### config.mk
export PLATFORM = sky130hd
export DESIGN_NAME = tw_port
export DESIGN_NICKNAME = d
export VERILOG_FILES = /design/src/design/tw_pkg.sv /design/src/design/tw_port.sv /design/src/design/tw_pin_sync.sv /design/src/design/tw_slave.sv
export VERILOG_INCLUDE_DIRS = /design/src /design/src/design
export SDC_FILE = /design/constraint.sdc
export NUM_CORES = 1
export LEC_CHECK = 0
export BUFFER_PORTS_ARGS = -buffer_cell sky130_fd_sc_hd__buf_2
export CORE_MARGIN = 3
export CORE_UTILIZATION = 61
export DETAILED_ROUTE_END_ITERATION = 8
export HOLD_SLACK_MARGIN = 0.02
export PLACE_DENSITY = 0.87
export SLEW_MARGIN = 20
export SYNTH_ARGS = -nofsm -noshare
export SYNTH_HDL_FRONTEND = slang
export SYNTH_SLANG_ARGS = --single-unit
### constraint.sdc
create_clock -name clk -period 5.05 [get_ports clk]
set_input_delay 1.01 -clock clk [delete_from_list [all_inputs] [get_ports clk]]
set_output_delay 1.01 -clock clk [all_outputs]
set_load 0.01 [all_outputs]
### src/design/tw_regs.svh
// constants of the two-wire port: bit timing and fixed address patterns
// assumes a 50 ns system clock
`ifndef TW_REGS_SVH
`define TW_REGS_SVH
`define TW_CLK_NS     50
`define TW_STD_QTR_NS 2500
`define TW_FST_QTR_NS 625
`define TW_STD_QTR    ((`TW_STD_QTR_NS + `TW_CLK_NS - 1) / `TW_CLK_NS)
`define TW_FST_QTR    ((`TW_FST_QTR_NS + `TW_CLK_NS - 1) / `TW_CLK_NS)
`define TW_GC_ADDR    8'h00
`define TW_HDR10      5'h1E
`define TW_LAST_BIT   4'h8
`define TW_TX_LAST    4'h7
`endif

### src/design/tw_pkg.sv
// types shared by the two-wire port modules
// assumes tw_regs.svh holds the numeric constants
package tw_pkg;
    typedef enum logic [2:0] {
        M_IDLE  = 3'b000,
        M_START = 3'b001,
        M_BIT   = 3'b010,
        M_STOP  = 3'b011,
        M_DONE  = 3'b100
    } tw_mst_t;
    typedef enum logic [1:0] {
        C_START = 2'b00,
        C_WRITE = 2'b01,
        C_READ  = 2'b10,
        C_STOP  = 2'b11
    } tw_cmd_t;
    typedef enum logic [2:0] {
        S_IDLE  = 3'b000,
        S_ADDR  = 3'b001,
        S_ADDR2 = 3'b010,
        S_ACK   = 3'b011,
        S_RX    = 3'b100,
        S_LOAD  = 3'b101,
        S_TX    = 3'b110,
        S_RACK  = 3'b111
    } tw_slv_t;
    typedef struct packed {
        logic scl;
        logic sda;
    } tw_line_t;
    typedef struct packed {
        tw_cmd_t    op;
        logic [7:0] data;
        logic       nack;
    } tw_req_t;
    typedef struct packed {
        logic [7:0] data;
        logic       nack;
        logic       arb_lost;
    } tw_rsp_t;
    typedef struct packed {
        logic [9:0] addr;
        logic [9:0] mask;
        logic       ten;
        logic       gc_en;
        logic       repeater;
    } tw_scfg_t;
    typedef struct packed {
        tw_mst_t    st;
        tw_cmd_t    op;
        logic [1:0] q;
        logic [5:0] cnt;
        logic [3:0] bits;
        logic [8:0] sh;
        logic       rn;
        logic       owned;
        logic       scl_oe;
        logic       sda_oe;
        tw_rsp_t    rsp;
        logic       rsp_valid;
    } tw_mstate_t;
    typedef struct packed {
        tw_slv_t    st;
        tw_slv_t    nxt;
        logic [3:0] bits;
        logic [7:0] sh;
        logic       hit;
        logic       gc;
        logic       nk;
        logic       pscl;
        logic       psda;
        logic       scl_oe;
        logic       sda_oe;
        logic       rx_valid;
        logic [7:0] rx_data;
    } tw_sstate_t;
endpackage

### src/design/tw_port.sv
// two-wire bus port: master engine, slave engine, pin routing, synchronisers
// assumes open-drain pads resolve the oe outputs; pads only ever pull low
// Function
// (RULE1) master and slave logic are separate engines sharing only the pins
// (RULE2) 7-bit and 10-bit addresses: sent as bytes, matched by the slave
// (RULE3) slave recognises the general call address when enabled
// (RULE4) slave holds the clock low until transmit data is supplied
// (RULE5) bit timing follows the standard or the fast bus rate
// (RULE6) master detects lost arbitration and releases the bus
// (RULE7) repeater mode makes the slave accept every address
// (RULE8) route bit at zero moves clock and data to the alternate pins
// (RULE9) master begins a transaction with a start condition
// (RULE10) master sends address with write bit; addressed slave acknowledges
// (RULE11) master samples and reports the acknowledge after each sent byte
// (RULE12) master keeps sending bytes with acknowledge checks until all are sent
// (RULE13) repeated start, then address with read bit, turns the direction
// (RULE14) master receives a byte then drives acknowledge or not-acknowledge
// (RULE15) master ends the transaction with a stop condition
// (RULE16) slave address compare ignores masked bit positions
`timescale 1ns/1ps
`default_nettype none
`include "tw_regs.svh"
module tw_port
    import tw_pkg::*;
(
    input  wire logic       clk,
    input  wire logic       rst_n,
    input  wire logic       alt_pin_route_bit,
    input  wire logic       pri_scl_in,
    output logic            pri_scl_out,
    output logic            pri_scl_oe,
    input  wire logic       pri_sda_in,
    output logic            pri_sda_out,
    output logic            pri_sda_oe,
    input  wire logic       alt_serial_clock_pin_in,
    output logic            alt_serial_clock_pin_out,
    output logic            alt_serial_clock_pin_oe,
    input  wire logic       alt_serial_data_pin_in,
    output logic            alt_serial_data_pin_out,
    output logic            alt_serial_data_pin_oe,
    input  wire logic       fast_mode,
    input  wire logic       cmd_valid,
    output logic            cmd_ready,
    input  wire tw_req_t    cmd,
    output logic            rsp_valid,
    output tw_rsp_t         rsp,
    output logic            bus_owned,
    input  wire tw_scfg_t   scfg,
    input  wire logic       tx_valid,
    input  wire logic [7:0] tx_data,
    output logic            tx_ready,
    output logic            rx_valid,
    output logic      [7:0] rx_data,
    output logic            addressed,
    output logic            general_call
);
    tw_mstate_t s;
    tw_mstate_t next_s;
    tw_line_t   line;
    logic [1:0] raw;
    logic [5:0] qtr;
    logic       adv;
    logic       lose;
    logic       slv_scl_oe;
    logic       slv_sda_oe;
    logic       scl_drive;
    logic       sda_drive;

    // the mux sits before the synchroniser so only one path is ever sampled
    assign raw = alt_pin_route_bit ? {pri_scl_in, pri_sda_in}
                                   : {alt_serial_clock_pin_in, alt_serial_data_pin_in}; // see (RULE8)

    tw_pin_sync #(.W(2)) u_sync (
        .clk   (clk),
        .rst_n (rst_n),
        .d     (raw),
        .q     (line)
    );

    tw_slave u_slave ( // see (RULE1)
        .clk          (clk),
        .rst_n        (rst_n),
        .line         (line),
        .cfg          (scfg),
        .tx_valid     (tx_valid),
        .tx_data      (tx_data),
        .tx_ready     (tx_ready),
        .rx_valid     (rx_valid),
        .rx_data      (rx_data),
        .addressed    (addressed),
        .general_call (general_call),
        .scl_oe       (slv_scl_oe),
        .sda_oe       (slv_sda_oe)
    );

    assign qtr = fast_mode ? 6'(`TW_FST_QTR) : 6'(`TW_STD_QTR); // see (RULE5)
    // a released clock only advances once the line is high: honours stretching
    assign adv = (s.cnt == 6'h00) && (s.scl_oe || line.scl);

    always_comb begin
        next_s = s;
        lose = 1'b0;
        next_s.rsp_valid = 1'b0;
        if (s.cnt != 6'h00) begin
            next_s.cnt = s.cnt - 6'h01;
        end
        case (s.st)
            M_IDLE: begin
                if (cmd_valid) begin
                    next_s.op = cmd.op;
                    next_s.q = 2'b00;
                    next_s.cnt = qtr;
                    next_s.bits = 4'h0;
                    next_s.rn = cmd.nack;
                    next_s.rsp = '0;
                    // write: byte then a released slot; read: released byte then our ack
                    next_s.sh = (cmd.op == C_READ) ? {8'hFF, cmd.nack}
                                                   : {cmd.data, 1'b1}; // see (RULE2) (RULE10)
                    case (cmd.op)
                        C_START: begin
                            next_s.st = M_START;
                        end
                        C_STOP: begin
                            next_s.st = s.owned ? M_STOP : M_DONE;
                        end
                        default: begin
                            // no byte without owning the bus
                            next_s.st = s.owned ? M_BIT : M_DONE;
                            next_s.rsp.nack = !s.owned;
                        end
                    endcase
                end
            end
            M_START: begin
                if (adv) begin
                    next_s.q = s.q + 2'b01;
                    next_s.cnt = qtr;
                    case (s.q)
                        2'b00: begin
                            next_s.sda_oe = 1'b0; // see (RULE13)
                        end
                        2'b01: begin
                            next_s.scl_oe = 1'b0;
                        end
                        2'b10: begin
                            // data already low means another master holds the bus
                            lose = !line.sda; // see (RULE6)
                            next_s.sda_oe = 1'b1; // see (RULE9)
                        end
                        default: begin
                            next_s.scl_oe = 1'b1;
                            next_s.owned = 1'b1;
                            next_s.st = M_DONE;
                        end
                    endcase
                end
            end
            M_BIT: begin
                if (adv) begin
                    next_s.q = s.q + 2'b01;
                    next_s.cnt = qtr;
                    case (s.q)
                        2'b00: begin
                            next_s.sda_oe = ~s.sh[8]; // see (RULE14)
                        end
                        2'b01: begin
                            next_s.scl_oe = 1'b0;
                        end
                        2'b10: begin
                            if (s.bits[3]) begin
                                next_s.rsp.nack = line.sda; // see (RULE11)
                            end else begin
                                next_s.rsp.data = {s.rsp.data[6:0], line.sda}; // see (RULE14)
                            end
                            lose = s.op == C_WRITE && !s.bits[3]
                                   && s.sh[8] && !line.sda; // see (RULE6)
                        end
                        default: begin
                            next_s.scl_oe = 1'b1;
                            next_s.bits = s.bits + 4'h1;
                            next_s.sh = {s.sh[7:0], 1'b1};
                            if (s.bits == `TW_LAST_BIT) begin
                                next_s.st = M_DONE; // see (RULE12)
                            end
                        end
                    endcase
                end
            end
            M_STOP: begin
                if (adv) begin
                    next_s.q = s.q + 2'b01;
                    next_s.cnt = qtr;
                    case (s.q)
                        2'b00: begin
                            next_s.sda_oe = 1'b1;
                        end
                        2'b01: begin
                            next_s.scl_oe = 1'b0;
                        end
                        2'b10: begin
                            next_s.sda_oe = 1'b1;
                        end
                        default: begin
                            next_s.sda_oe = 1'b0; // see (RULE15)
                            next_s.owned = 1'b0;
                            next_s.st = M_DONE;
                        end
                    endcase
                end
            end
            M_DONE: begin
                next_s.rsp_valid = 1'b1;
                next_s.st = M_IDLE;
            end
            default: begin
                next_s.st = M_IDLE;
            end
        endcase
        if (lose) begin
            next_s.st = M_DONE;
            next_s.scl_oe = 1'b0;
            next_s.sda_oe = 1'b0;
            next_s.owned = 1'b0;
            next_s.rsp.arb_lost = 1'b1;
        end
    end

    always_ff @(posedge clk or negedge rst_n) begin
        if (!rst_n) begin
            s <= '0;
        end else begin
            s <= next_s;
        end
    end

    assign scl_drive = s.scl_oe | slv_scl_oe;
    assign sda_drive = s.sda_oe | slv_sda_oe;
    assign pri_scl_out = 1'b0;
    assign pri_sda_out = 1'b0;
    assign alt_serial_clock_pin_out = 1'b0;
    assign alt_serial_data_pin_out = 1'b0;
    assign pri_scl_oe = alt_pin_route_bit & scl_drive; // see (RULE8)
    assign pri_sda_oe = alt_pin_route_bit & sda_drive;
    assign alt_serial_clock_pin_oe = !alt_pin_route_bit & scl_drive;
    assign alt_serial_data_pin_oe = !alt_pin_route_bit & sda_drive;
    assign cmd_ready = (s.st == M_IDLE);
    assign rsp_valid = s.rsp_valid;
    assign rsp = s.rsp;
    assign bus_owned = s.owned;
endmodule
`default_nettype wire

### src/design/tw_pin_sync.sv
// three-stage synchroniser for bus pins; output moves once stages two and three agree
// assumes idle bus lines read high
`timescale 1ns/1ps
`default_nettype none
module tw_pin_sync #(
    parameter int W = 2
) (
    input  wire logic         clk,
    input  wire logic         rst_n,
    input  wire logic [W-1:0] d,
    output logic      [W-1:0] q
);
    typedef struct packed {
        logic [W-1:0] s1;
        logic [W-1:0] s2;
        logic [W-1:0] s3;
        logic [W-1:0] o;
    } tw_sync_t;
    tw_sync_t s;
    tw_sync_t next_s;
    always_comb begin
        next_s = s;
        next_s.s1 = d;
        next_s.s2 = s.s1;
        next_s.s3 = s.s2;
        next_s.o = (~(s.s2 ^ s.s3) & s.s3) | ((s.s2 ^ s.s3) & s.o);
    end
    always_ff @(posedge clk or negedge rst_n) begin
        if (!rst_n) begin
            s <= '1;
        end else begin
            s <= next_s;
        end
    end
    assign q = s.o;
endmodule
`default_nettype wire

### src/design/tw_slave.sv
// slave engine of the two-wire port: address match, receive, transmit, stretch
// assumes synchronised bus lines; open-drain drive through the oe outputs
`timescale 1ns/1ps
`default_nettype none
`include "tw_regs.svh"
module tw_slave
    import tw_pkg::*;
(
    input  wire logic       clk,
    input  wire logic       rst_n,
    input  wire tw_line_t   line,
    input  wire tw_scfg_t   cfg,
    input  wire logic       tx_valid,
    input  wire logic [7:0] tx_data,
    output logic            tx_ready,
    output logic            rx_valid,
    output logic      [7:0] rx_data,
    output logic            addressed,
    output logic            general_call,
    output logic            scl_oe,
    output logic            sda_oe
);
    tw_sstate_t s;
    tw_sstate_t next_s;
    logic rise;
    logic fall;
    logic start_c;
    logic stop_c;
    logic m7;
    logic hdr;
    logic gc;

    // masked bits never block a match
    function automatic logic amatch(input logic [9:0] a, input logic [9:0] b,
                                    input logic [9:0] m);
        amatch = ((a ^ b) & ~m) == 10'h000;
    endfunction

    assign rise = line.scl & ~s.pscl;
    assign fall = ~line.scl & s.pscl;
    assign start_c = line.scl & s.pscl & s.psda & ~line.sda;
    assign stop_c = line.scl & s.pscl & ~s.psda & line.sda;
    assign m7 = !cfg.ten && amatch({cfg.addr[9:7], s.sh[7:1]}, cfg.addr, cfg.mask); // see (RULE16)
    assign hdr = cfg.ten && s.sh[7:3] == `TW_HDR10
                 && amatch({s.sh[2:1], cfg.addr[7:0]}, cfg.addr, cfg.mask); // see (RULE2)
    assign gc = cfg.gc_en && s.sh == `TW_GC_ADDR; // see (RULE3)

    always_comb begin
        next_s = s;
        next_s.pscl = line.scl;
        next_s.psda = line.sda;
        next_s.rx_valid = 1'b0;
        if (start_c) begin
            next_s.st = S_ADDR;
            next_s.bits = 4'h0;
            next_s.sda_oe = 1'b0;
            next_s.scl_oe = 1'b0;
            next_s.gc = 1'b0;
        end else if (stop_c) begin
            next_s.st = S_IDLE;
            next_s.sda_oe = 1'b0;
            next_s.scl_oe = 1'b0;
            next_s.hit = 1'b0;
            next_s.gc = 1'b0;
        end else begin
            case (s.st)
                S_ADDR, S_ADDR2, S_RX: begin
                    if (rise) begin
                        next_s.sh = {s.sh[6:0], line.sda};
                        next_s.bits = s.bits + 4'h1;
                    end
                    if (fall && s.bits == `TW_LAST_BIT) begin
                        next_s.bits = 4'h0;
                        next_s.st = S_ACK;
                        next_s.sda_oe = 1'b1;
                        next_s.nxt = S_RX;
                        if (s.st == S_RX) begin
                            next_s.rx_valid = 1'b1;
                            next_s.rx_data = s.sh;
                        end else if (s.st == S_ADDR2) begin
                            next_s.hit = amatch({cfg.addr[9:8], s.sh}, cfg.addr, cfg.mask);
                            if (!next_s.hit) begin
                                next_s.st = S_IDLE;
                                next_s.sda_oe = 1'b0;
                            end
                        end else if (cfg.repeater || m7 || gc) begin // see (RULE7)
                            next_s.hit = 1'b1;
                            next_s.gc = gc;
                            next_s.nxt = s.sh[0] ? S_LOAD : S_RX;
                        end else if (hdr && !s.sh[0]) begin
                            next_s.hit = 1'b0;
                            next_s.nxt = S_ADDR2;
                        end else if (hdr && s.hit) begin
                            next_s.nxt = S_LOAD;
                        end else begin
                            next_s.st = S_IDLE;
                            next_s.sda_oe = 1'b0;
                        end
                    end
                end
                S_ACK: begin
                    if (fall) begin
                        next_s.sda_oe = 1'b0;
                        next_s.st = s.nxt;
                        next_s.scl_oe = (s.nxt == S_LOAD); // see (RULE4)
                    end
                end
                S_LOAD: begin
                    // clock stays held until the processor hands over a byte
                    if (tx_valid) begin
                        next_s.sh = tx_data;
                        next_s.sda_oe = ~tx_data[7];
                        next_s.scl_oe = 1'b0;
                        next_s.bits = 4'h0;
                        next_s.st = S_TX;
                    end
                end
                S_TX: begin
                    if (fall && s.bits == `TW_TX_LAST) begin
                        next_s.sda_oe = 1'b0;
                        next_s.st = S_RACK;
                    end else if (fall) begin
                        next_s.sh = {s.sh[6:0], 1'b0};
                        next_s.sda_oe = ~s.sh[6];
                        next_s.bits = s.bits + 4'h1;
                    end
                end
                S_RACK: begin
                    if (rise) begin
                        next_s.nk = line.sda;
                    end
                    if (fall) begin
                        next_s.st = s.nk ? S_IDLE : S_LOAD;
                        next_s.scl_oe = !s.nk;
                    end
                end
                default: begin
                end
            endcase
        end
    end

    always_ff @(posedge clk or negedge rst_n) begin
        if (!rst_n) begin
            s <= '0;
            s.pscl <= 1'b1;
            s.psda <= 1'b1;
        end else begin
            s <= next_s;
        end
    end

    assign tx_ready = (s.st == S_LOAD);
    assign rx_valid = s.rx_valid;
    assign rx_data = s.rx_data;
    assign addressed = s.hit;
    assign general_call = s.gc;
    assign scl_oe = s.scl_oe;
    assign sda_oe = s.sda_oe;
endmodule
`default_nettype wire

After elaboration in Yosys (flattened, before gate mapping)
Index checks and enable logic that the tools add are counted.

operators by class
  divide/modulo/power cells = 0
  $add $sub $neg = 4
  $mul = 0
  equality and inequality tests = 60
  magnitude comparators = 0
  bitwise operators = 34
  shift operators = 0
  reductions and logical operators = 73
  muxes and demuxes = 104

operators with widths
  cell                                                    number
  two-way mux 3 bit                                       24
  two-way mux 12 bit                                      5
  two-way mux 9 bit                                       6
  AND reduction 5 bit                                     8
  one-hot mux 12 bit (3 select lines)                     1
  bitwise AND 10 bit                                      3
  logical NOT 10 bit                                      3
  two-way mux 1 bit                                       30
  two-way mux 10 bit                                      3
  bitwise XOR 10 bit                                      3
  two-way mux 27 bit                                      1
  inequality test 3 bit (second input constant)           9
  one-hot mux 13 bit (2 select lines)                     1
  one-hot mux 8 bit (3 select lines)                      1
  two-way mux 2 bit                                       11
  two-way mux 21 bit                                      1
  inequality test 4 x 1 -> 1 bit (second input constant)  5
  AND reduction 4 bit                                     5
  == test 3 bit (second input constant)                   6
  two-way mux 6 bit                                       3
  one-hot mux 9 bit (2 select lines)                      1
  AND reduction 6 bit                                     3
  nonzero test 3 bit                                      6
  two-way mux 8 bit                                       2
  other kinds (50)                                        134

word-level totals
  bits of input ports = 52
  memories = 0
  bits in latches = 0
  RAM bits = 0
  word-level logic and storage cells = 306
  register bits after elaboration = 83
  output and inout bits = 33
  bits in read-only memories = 0

Longest topological paths before layout
Gate-level depths: netlist of run 1.

  word-level depth = 14
  mapped depth = 10

Hierarchy
A second synthesis of run 1 with hierarchy kept.

unflattened totals
  cells, all modules = 557
  area, all modules = 5,207.5 µm²

by module, submodules not included
  module       seq. area each (µm²)  area an instance (µm²)  instances  cells each
  tw_port      1,001.0               2,638.8                 1          270
  tw_slave     853.3                 2,321.0                 1          275
  tw_pin_sync  210.2                 247.7                   1          12

Worst setup path before layout of run 1
Ideal clock, no wire load.

  kind = reg-to-reg
  start point = register s[28] (netlist bit)
  end point = register s[12] (netlist bit)
  path buffers = 2
  data arrival time = 2.405 ns
  setup time = 0.121 ns
  cell stages (with the launch flop) = 11
  period minus slack after synthesis = 2.526 ns
  required time = 4.929 ns
  path slack = 2.524 ns
  cells stage by stage = dfrtp_1 inv_1 ha_1 or3b_1 buf_2 or4_4 buf_6 o31ai_2 maj3_1 o311ai_1 a22o_1

between the ends
  cells in the longest elaborated chain, start to end = 6
  elaborated cells on any way between the ends = 12

ends and longest elaborated chain
  what                                                              line                            source
  from (decl)                                                       tw_port.sv:57                   tw_mstate_t s;
  from (signal assigned)                                            tw_port.sv:232                  s <= next_s;
  logical NOT 6 bit *                                               tw_port.sv:98                   assign adv = (s.cnt == 6'h00) && (s.scl_oe || line.scl);
  logical AND 1 bit *                                               tw_port.sv:98
  two-way mux 1 bit (on tied branches)                              tw_port.sv:159, tw_port.sv:135
  one-hot mux 1 bit (2 select lines)                                tw_port.sv:107                  case (s.st)
  inequality test 3 x 2 -> 1 bit (no line) (tied with other cells)  -
  AND reduction 5 bit (no line)                                     -

Mark *: on every way between the ends. The rest lies on a longest branch, timed or not.
A chain may end at the register's enable or synchronous reset.

Worst setup path after layout of run 1
  start point = register u_slave.s[33] (netlist bit)
  end point = output tx_ready

between the ends
  cells in the longest elaborated chain, start to end = 1

ends and longest elaborated chain
  what                    line             source
  from (decl)             tw_slave.sv:23   tw_sstate_t s;
  from (signal assigned)  tw_slave.sv:149  s <= next_s;
  == test 3 bit           tw_slave.sv:153  assign tx_ready = (s.st == S_LOAD);
  to (decl)               tw_port.sv:51    output logic tx_ready,

No other way between the ends.

==> results of run 1 <==
## state kept, by name, indices dropped and copies added (netlist names), 2 cells and up, named ones only
signal	cells
u_slave.s	21
u_sync.s	2
u_slave.rx_data	8
s	28
u_sync.next_s	4
rsp	10
## cells in the mapped netlist (3+ instances only)
master / n / area [um2]
a21boi_0: 3 / 22.5
o31ai_1: 3 / 22.5
clkbuf_1: 22 / 82.6
o21ai_0: 37 / 185
ha_1: 12 / 150
buf_4: 22 / 165
o211ai_1: 5 / 37.5
maj3_1: 3 / 30.0
nand2_1: 85 / 319
nand2b_1: 8 / 50.1
nor3b_1: 4 / 30.0
mux2i_1: 9 / 90.1
a32o_1: 3 / 30.0
nand3_1: 12 / 60.1
nor2_1: 45 / 169
dfstp_2: 10 / 263
and3b_1: 3 / 26.3
o22ai_1: 12 / 75.1
nand4_1: 3 / 18.8
nor4_1: 3 / 18.8
a211oi_1: 6 / 45.0
xnor2_1: 24 / 210
inv_1: 23 / 86.3
o31a_1: 3 / 26.3
a22o_1: 10 / 87.6
dfrtp_1: 72 / 1800
a21oi_1: 29 / 145
a31oi_1: 11 / 68.8
buf_2: 5 / 25.0
a21o_1: 3 / 22.5
a22oi_1: 3 / 22.5
or3_1: 3 / 18.8
nor2b_1: 5 / 31.3
nor3_1: 23 / 115
mux2_2: 3 / 33.8
## placed cells by master (no fill, tap or decap), types with 4 or more instances in the layout
cell type	instances
buf_2	79
dfstp_2	10
ha_1	12
nand2_1	85
nor2b_1	5
a21oi_1	29
dfrtp_1	72
a22o_1	10
nand2b_1	8
o22ai_1	12
xnor2_1	24
o21ai_0	37
nor3b_1	4
inv_1	23
conb_1	4
mux2i_1	9
a31oi_1	11
o211ai_1	5
nor3_1	23
a211oi_1	6
nor2_1	45
nand3_1	12
clkbuf_8	9
## kinds of logic (layout without fill, tap and decap cells)
family / count (synthesis) / count (layout) / share of synthesized area [%]
adders and majority gates: 15 / 15 / 3.63
AOI/OAI and AO/OA: 146 / 146 / 19.4
and+or+nand+nor: 211 / 211 / 20.1
DFF: 82 / 82 / 41.6
xor gates and xnor gates: 26 / 26 / 4.59
muxes: 12 / 12 / 2.50
buffers and inverters: 79 / 122 / 8.07
other: 1 / 4 / 0.0756
## worst paths after layout
path                                  start               end  slack, ps
hold / removal             u_sync.next_s[4]  u_sync.next_s[2]        360
setup reg to reg                      s[28]             s[22]       2100
max in group asynchronous             rst_n         bus_owned       3570
setup / recovery              u_slave.s[33]          tx_ready       2000
hold reg to reg            u_sync.next_s[4]  u_sync.next_s[2]        360
min in group asynchronous             rst_n     u_slave.s[26]        820
## power by group
part	switching, mW	internal, mW
Clock	0.231	0.227
Sequential	0.285	0.864
Combinational	0.701	0.500
## metal layers
layer,track usage [%],vias to the layer above
met4,11.3,0
met5,0,-
li1,-,2054
met2,43.9,222
met1,33.4,2112
met3,5.08,37
## final cells by class
type | count | area [um2]
flip-flops and latches | 82 | 2060
clock inverters | 4 | 45.0
inverters | 26 | 97.6
well taps | 102 | 128
repair buffers | 80 | 403
multi-input cells | 414 | 2500
fillers | 625 | 2430
clock buffers | 12 | 135
## worst reg2reg max path: cells and delay by family (launching register included)
kind | cells | cell delay [ps]
AOI/OAI and AO/OA | 1 | 80
and+or+nand+nor | 4 | 2090
adders and majority gates | 1 | 170
buffers and inverters | 1 | 70
DFF | 1 | 410
## metrics by stage
| stage | worst slack, ps | instances | power (mW) |
|---|---|---|---|
| global route | 1770 | 720 | 3.02 |
| finish | 2000 | 720 | 2.81 |
| global placement | 2330 | 704 | 2.26 |
| CTS | 2060 | 720 | 2.79 |
| detailed placement | 2150 | 704 | 2.33 |
| floorplan | 2520 | 575 | 2.05 |
==> flow_metrics.py, run 1 <==
metrics = {
    "cts": {
        "cts_resized": 0,
        "clockBufferDepth": 2,
        "numClockSinks": 82,
        "post_cts_buffers": 0,
        "cts_tree": "built",
        "cts_made_buffers": 9,
        "clk_pin_slew_ps": 80,
        "ctsHoldBuffers": 0,
        "cts-root-buf": "clkbuf_8",
        "cts_htree_levels": 3,
        "clock_latency_ps": 360,
    },
    "critical_path": {
        "cp-end-kind": "output port",
        "ff2ff_path_depth": 7,
        "crit_arrival_ps": 2040,
        "max_stage_delay_ps": 670,
        "critPathMaxFanout": 16,
        "critical_path_class": "reg2out",
        "critical_path_required_ps": 4040,
        "crit_chain": "inv_1 > nor2_1 > nand2_1 > inv_2 > buf_2",
        "crit_cells": 5,
        "cp.buffers_inverters": 3,
        "path_delay_family": "buffers and inverters",
        "slowest_stage": "dfrtp_1",
        "cp-start-kind": "flop",
    },
    "route": {
        "drt-pass1-iter-count": 6,
        "ant_nets": 0,
        "avgRoutedWirePerCell_um": 16.3,
        "met1Wirelength_mm": 4.66,
        "wl_mm": 11.7,
        "drt-initial-drc-count": 326,
        "vias": 4425,
        "drc": 0,
        "top_layer": "met4",
        "met2WireLength_mm": 5.86,
        "vias_per_cell": 6.15,
        "met3WireLength_um": 943,
    },
    "grt": {
        "grt_remaining_overflow": 0,
        "grt_use_total_pct": 26.4,
        "grt_pass1_vias": 4146,
        "grt_max_degree": 83,
        "antenna_found_initial": 0,
        "grt_pass1_wl_mm": 19.2,
    },
    "synth": {
        "yosysWarnings": 0,
        "synth_edf_count": 0,
        "ys_seq_elements": 82,
        "avgSynthCellArea_um2": 8.67,
        "async_flop_share_pct": 100,
        "ys_types": 69,
        "synth_area_um2": 4960,
        "ys_seq_area_share_pct": 41.6,
        "syn_inst": 572,
        "ys.flop_type": "dfrtp_1",
    },
    "timing": {
        "setup_tns_ps": 0,
        "period_share_pct": 60.5,
        "grt_setup_unrepaired": "false",
        "setup_viol": 0,
        "tightest_slew_ps": 1000,
        "max_freq_mhz": 327,
        "finalHoldViolations": 0,
        "maxSlewHeadroom_pct": 33.3,
        "holdWs_ps": 358,
        "slew_violations": 0,
        "clock_skew_ps": 13.6,
        "period_minus_slack_ps": 3050,
    },
    "placement": {
        "portBuffers": 80,
        "place_congestion": 0.999,
        "dpl_cell_area_um2": 5200,
        "hpwlAfterDp_mm": 8.46,
    },
    "floorplan": {
        "boundaryPins": 85,
        "start_util_pct": 63.5,
        "fp.dieArea_um2": 9250,
        "die_h_um": 96.2,
        "num_rows": 32,
        "die_w_um": 96.2,
        "core_area_um2": 7810,
    },
    "power_and_ir_drop": {
        "leakagePower_nw": 2.43,
        "max-vdd-ir-drop_v": 0.000341,
        "power.density_nw_per_um2": 522,
    },
    "job": {
        "maxCapViolCount": 0,
    },
    "layout": {
        "utilization_pct": 68.9,
        "drive_gt1_share_pct": 19.3,
        "fin_area_um2": 5380,
        "diodes": 0,
        "syn_to_final_growth_pct": 8.45,
        "nets": 677,
    },
    "worst_hold_path": {
        "holdPathStages": 0,
        "min_path_type": "reg2reg",
    },
    "status": {
        "status": "finished clean",
    },
}
(Power assumes the default switching activity.)
==> run 2: changes to the inputs <==
--- a/config.mk
+++ b/config.mk
@@ -8,10 +8,10 @@
 export LEC_CHECK = 0
 export BUFFER_PORTS_ARGS = -buffer_cell sky130_fd_sc_hd__buf_2
 export CORE_MARGIN = 3
-export CORE_UTILIZATION = 61
+export CORE_UTILIZATION = 57
 export DETAILED_ROUTE_END_ITERATION = 8
 export HOLD_SLACK_MARGIN = 0.02
-export PLACE_DENSITY = 0.87
+export PLACE_DENSITY = 0.82
 export SLEW_MARGIN = 20
 export SYNTH_ARGS = -nofsm -noshare
 export SYNTH_HDL_FRONTEND = slang
==> constraint.sdc (replaced) <==
create_clock -name clk -period 3.1 [get_ports clk]
set_input_delay 0.62 -clock clk [delete_from_list [all_inputs] [get_ports clk]]
set_output_delay 0.62 -clock clk [all_outputs]
set_load 0.01 [all_outputs]
==> flow_metrics.py, run 2 (same netlist as run 1, synthesis figures left out) <==
metrics = {
    "critical_path": {
        "path_delay_family": "flip-flops",
        "slowest_stage": "dfrtp_1",
        "regToRegSetupSlack_ps": 470,
        "r2r-end": "s[12]",
        "crit_arrival_ps": 2050,
        "r2r-start": "s[28]",
        "cp-start-kind": "flop",
        "critical_path_required_ps": 2480,
        "max_stage_delay_ps": 680,
        "crit_chain": "inv_1 > nor2_1 > nand2_1 > inv_2 > buf_2",
        "critPathMaxFanout": 16,
        "cp.buffers_inverters": 3,
        "cp-end-kind": "output port",
        "critical_path_class": "reg2out",
        "ff2ff_path_depth": 8,
    },
    "layout": {
        "utilization_pct": 65.7,
        "final_cell_mix": "85 x nand2_1, 79 x buf_2, 72 x dfrtp_1",
        "multi_input_area_um2": 2500,
        "layout.cells.non_filler": 728,
        "ff_latch_area_um2": 2060,
        "nets": 682,
        "drive_gt1_share_pct": 20.4,
        "top_register": "s",
        "final_common_cell": "nand2_1",
        "fill_cells": 672,
        "syn_to_final_growth_pct": 10.5,
        "diodes": 0,
        "largest_reg_flops": 28,
    },
    "floorplan": {
        "boundaryPins": 85,
        "num_rows": 33,
        "die_h_um": 99.3,
        "die_w_um": 99.3,
        "start_util_pct": 59.5,
        "fp.dieArea_um2": 9850,
        "core_area_um2": 8340,
    },
    "power_and_ir_drop": {
        "leakagePower_nw": 2.48,
        "power.density_nw_per_um2": 862,
        "max-vdd-ir-drop_v": 0.000545,
    },
    "timing": {
        "max_freq_mhz": 374,
        "slew_violations": 0,
        "maxSlewHeadroom_pct": 54.7,
        "tightest_slew_ps": 674,
        "setup_viol": 0,
        "period_minus_slack_ps": 2670,
        "clock_skew_ps": 9.96,
        "finalHoldViolations": 0,
        "grt_setup_unrepaired": "false",
        "period_share_pct": 86.3,
        "setup_tns_ps": 0,
        "holdWs_ps": 214,
    },
    "grt": {
        "grt_remaining_overflow": 0,
        "grt_pass1_wl_mm": 19.5,
        "grt_max_degree": 83,
        "antenna_found_initial": 0,
        "grt_pass1_vias": 4040,
        "grt_use_total_pct": 24.2,
    },
    "cts": {
        "clock_latency_ps": 360,
        "ctsHoldBuffers": 0,
        "clk_pin_slew_ps": 90,
        "cts_htree_levels": 3,
        "cts-root-buf": "clkbuf_8",
        "clockBufferDepth": 2,
        "cts_resized": 0,
        "cts_made_buffers": 9,
        "post_cts_buffers": 0,
        "numClockSinks": 82,
        "cts_tree": "built",
    },
    "route": {
        "top_layer": "met4",
        "avgRoutedWirePerCell_um": 16.2,
        "met1Wirelength_mm": 4.83,
        "met2WireLength_mm": 5.97,
        "ant_nets": 0,
        "vias_per_cell": 6.05,
        "drt-initial-drc-count": 276,
        "wl_mm": 11.8,
        "drt-pass1-iter-count": 5,
        "vias": 4406,
        "drc": 0,
        "met3WireLength_um": 836,
    },
    "job": {
        "maxCapViolCount": 0,
    },
    "placement": {
        "portBuffers": 80,
        "place_congestion": 0.905,
        "hpwlAfterDp_mm": 8.49,
        "place_inst": 711,
    },
    "worst_hold_path": {
        "min_path_type": "in2async",
    },
    "status": {
        "status": "finished clean",
    },
}
[run 2: cell type report]
| cell class | count | area share, % |
|---|---|---|
| inverter | 26 | 1.78 |
| clock buffer | 10 | 2.51 |
| sequential | 82 | 37.7 |
| clock inverter | 6 | 1.64 |
| timing repair buffer | 85 | 8.27 |
| multi-input combinational | 414 | 45.7 |
| tap | 105 | 2.40 |
[run 2: worst max-delay path by stage]
stage	start	end	slack, ps	depth (start not counted)
2_1_floorplan	s[28]	s[12]	570	10
3_3_place_gp	s[28]	s[12]	600	8
3_5_place_dp	s[28]	s[12]	490	8
4_1_cts	u_slave.s[33]	tx_ready	480	5
5_1_grt	u_slave.s[33]	tx_ready	290	5
6_report	u_slave.s[33]	tx_ready	430	5
[run 2: layer usage]
metal  vias to the layer above  GRT usage, %
li1                       2075             -
met1                      2113          31.6
met2                       198          40.7
met3                        20          5.47
met4                         0          6.93
met5                         -             0
[run 2: metrics by stage]
stage          worst slack [ps]  instance area [um2]  power (mW)
2_1_floorplan               574                 4970        3.34
3_3_place_gp                602                 5230        3.74
3_5_place_dp                489                 5230        3.81
4_1_cts                     475                 5460        4.71
5_1_grt                     293                 5480        5.07
6_report                    425                 5480        4.72
[run 2: power breakdown]
| group | total [mW] | leakage [nW] | internal [mW] | switching [mW] |
|---|---|---|---|---|
| combinational | 2.01 | 1.33 | 0.836 | 1.17 |
| clock | 0.888 | 0.112 | 0.477 | 0.411 |
| sequential | 1.82 | 1.04 | 1.41 | 0.416 |
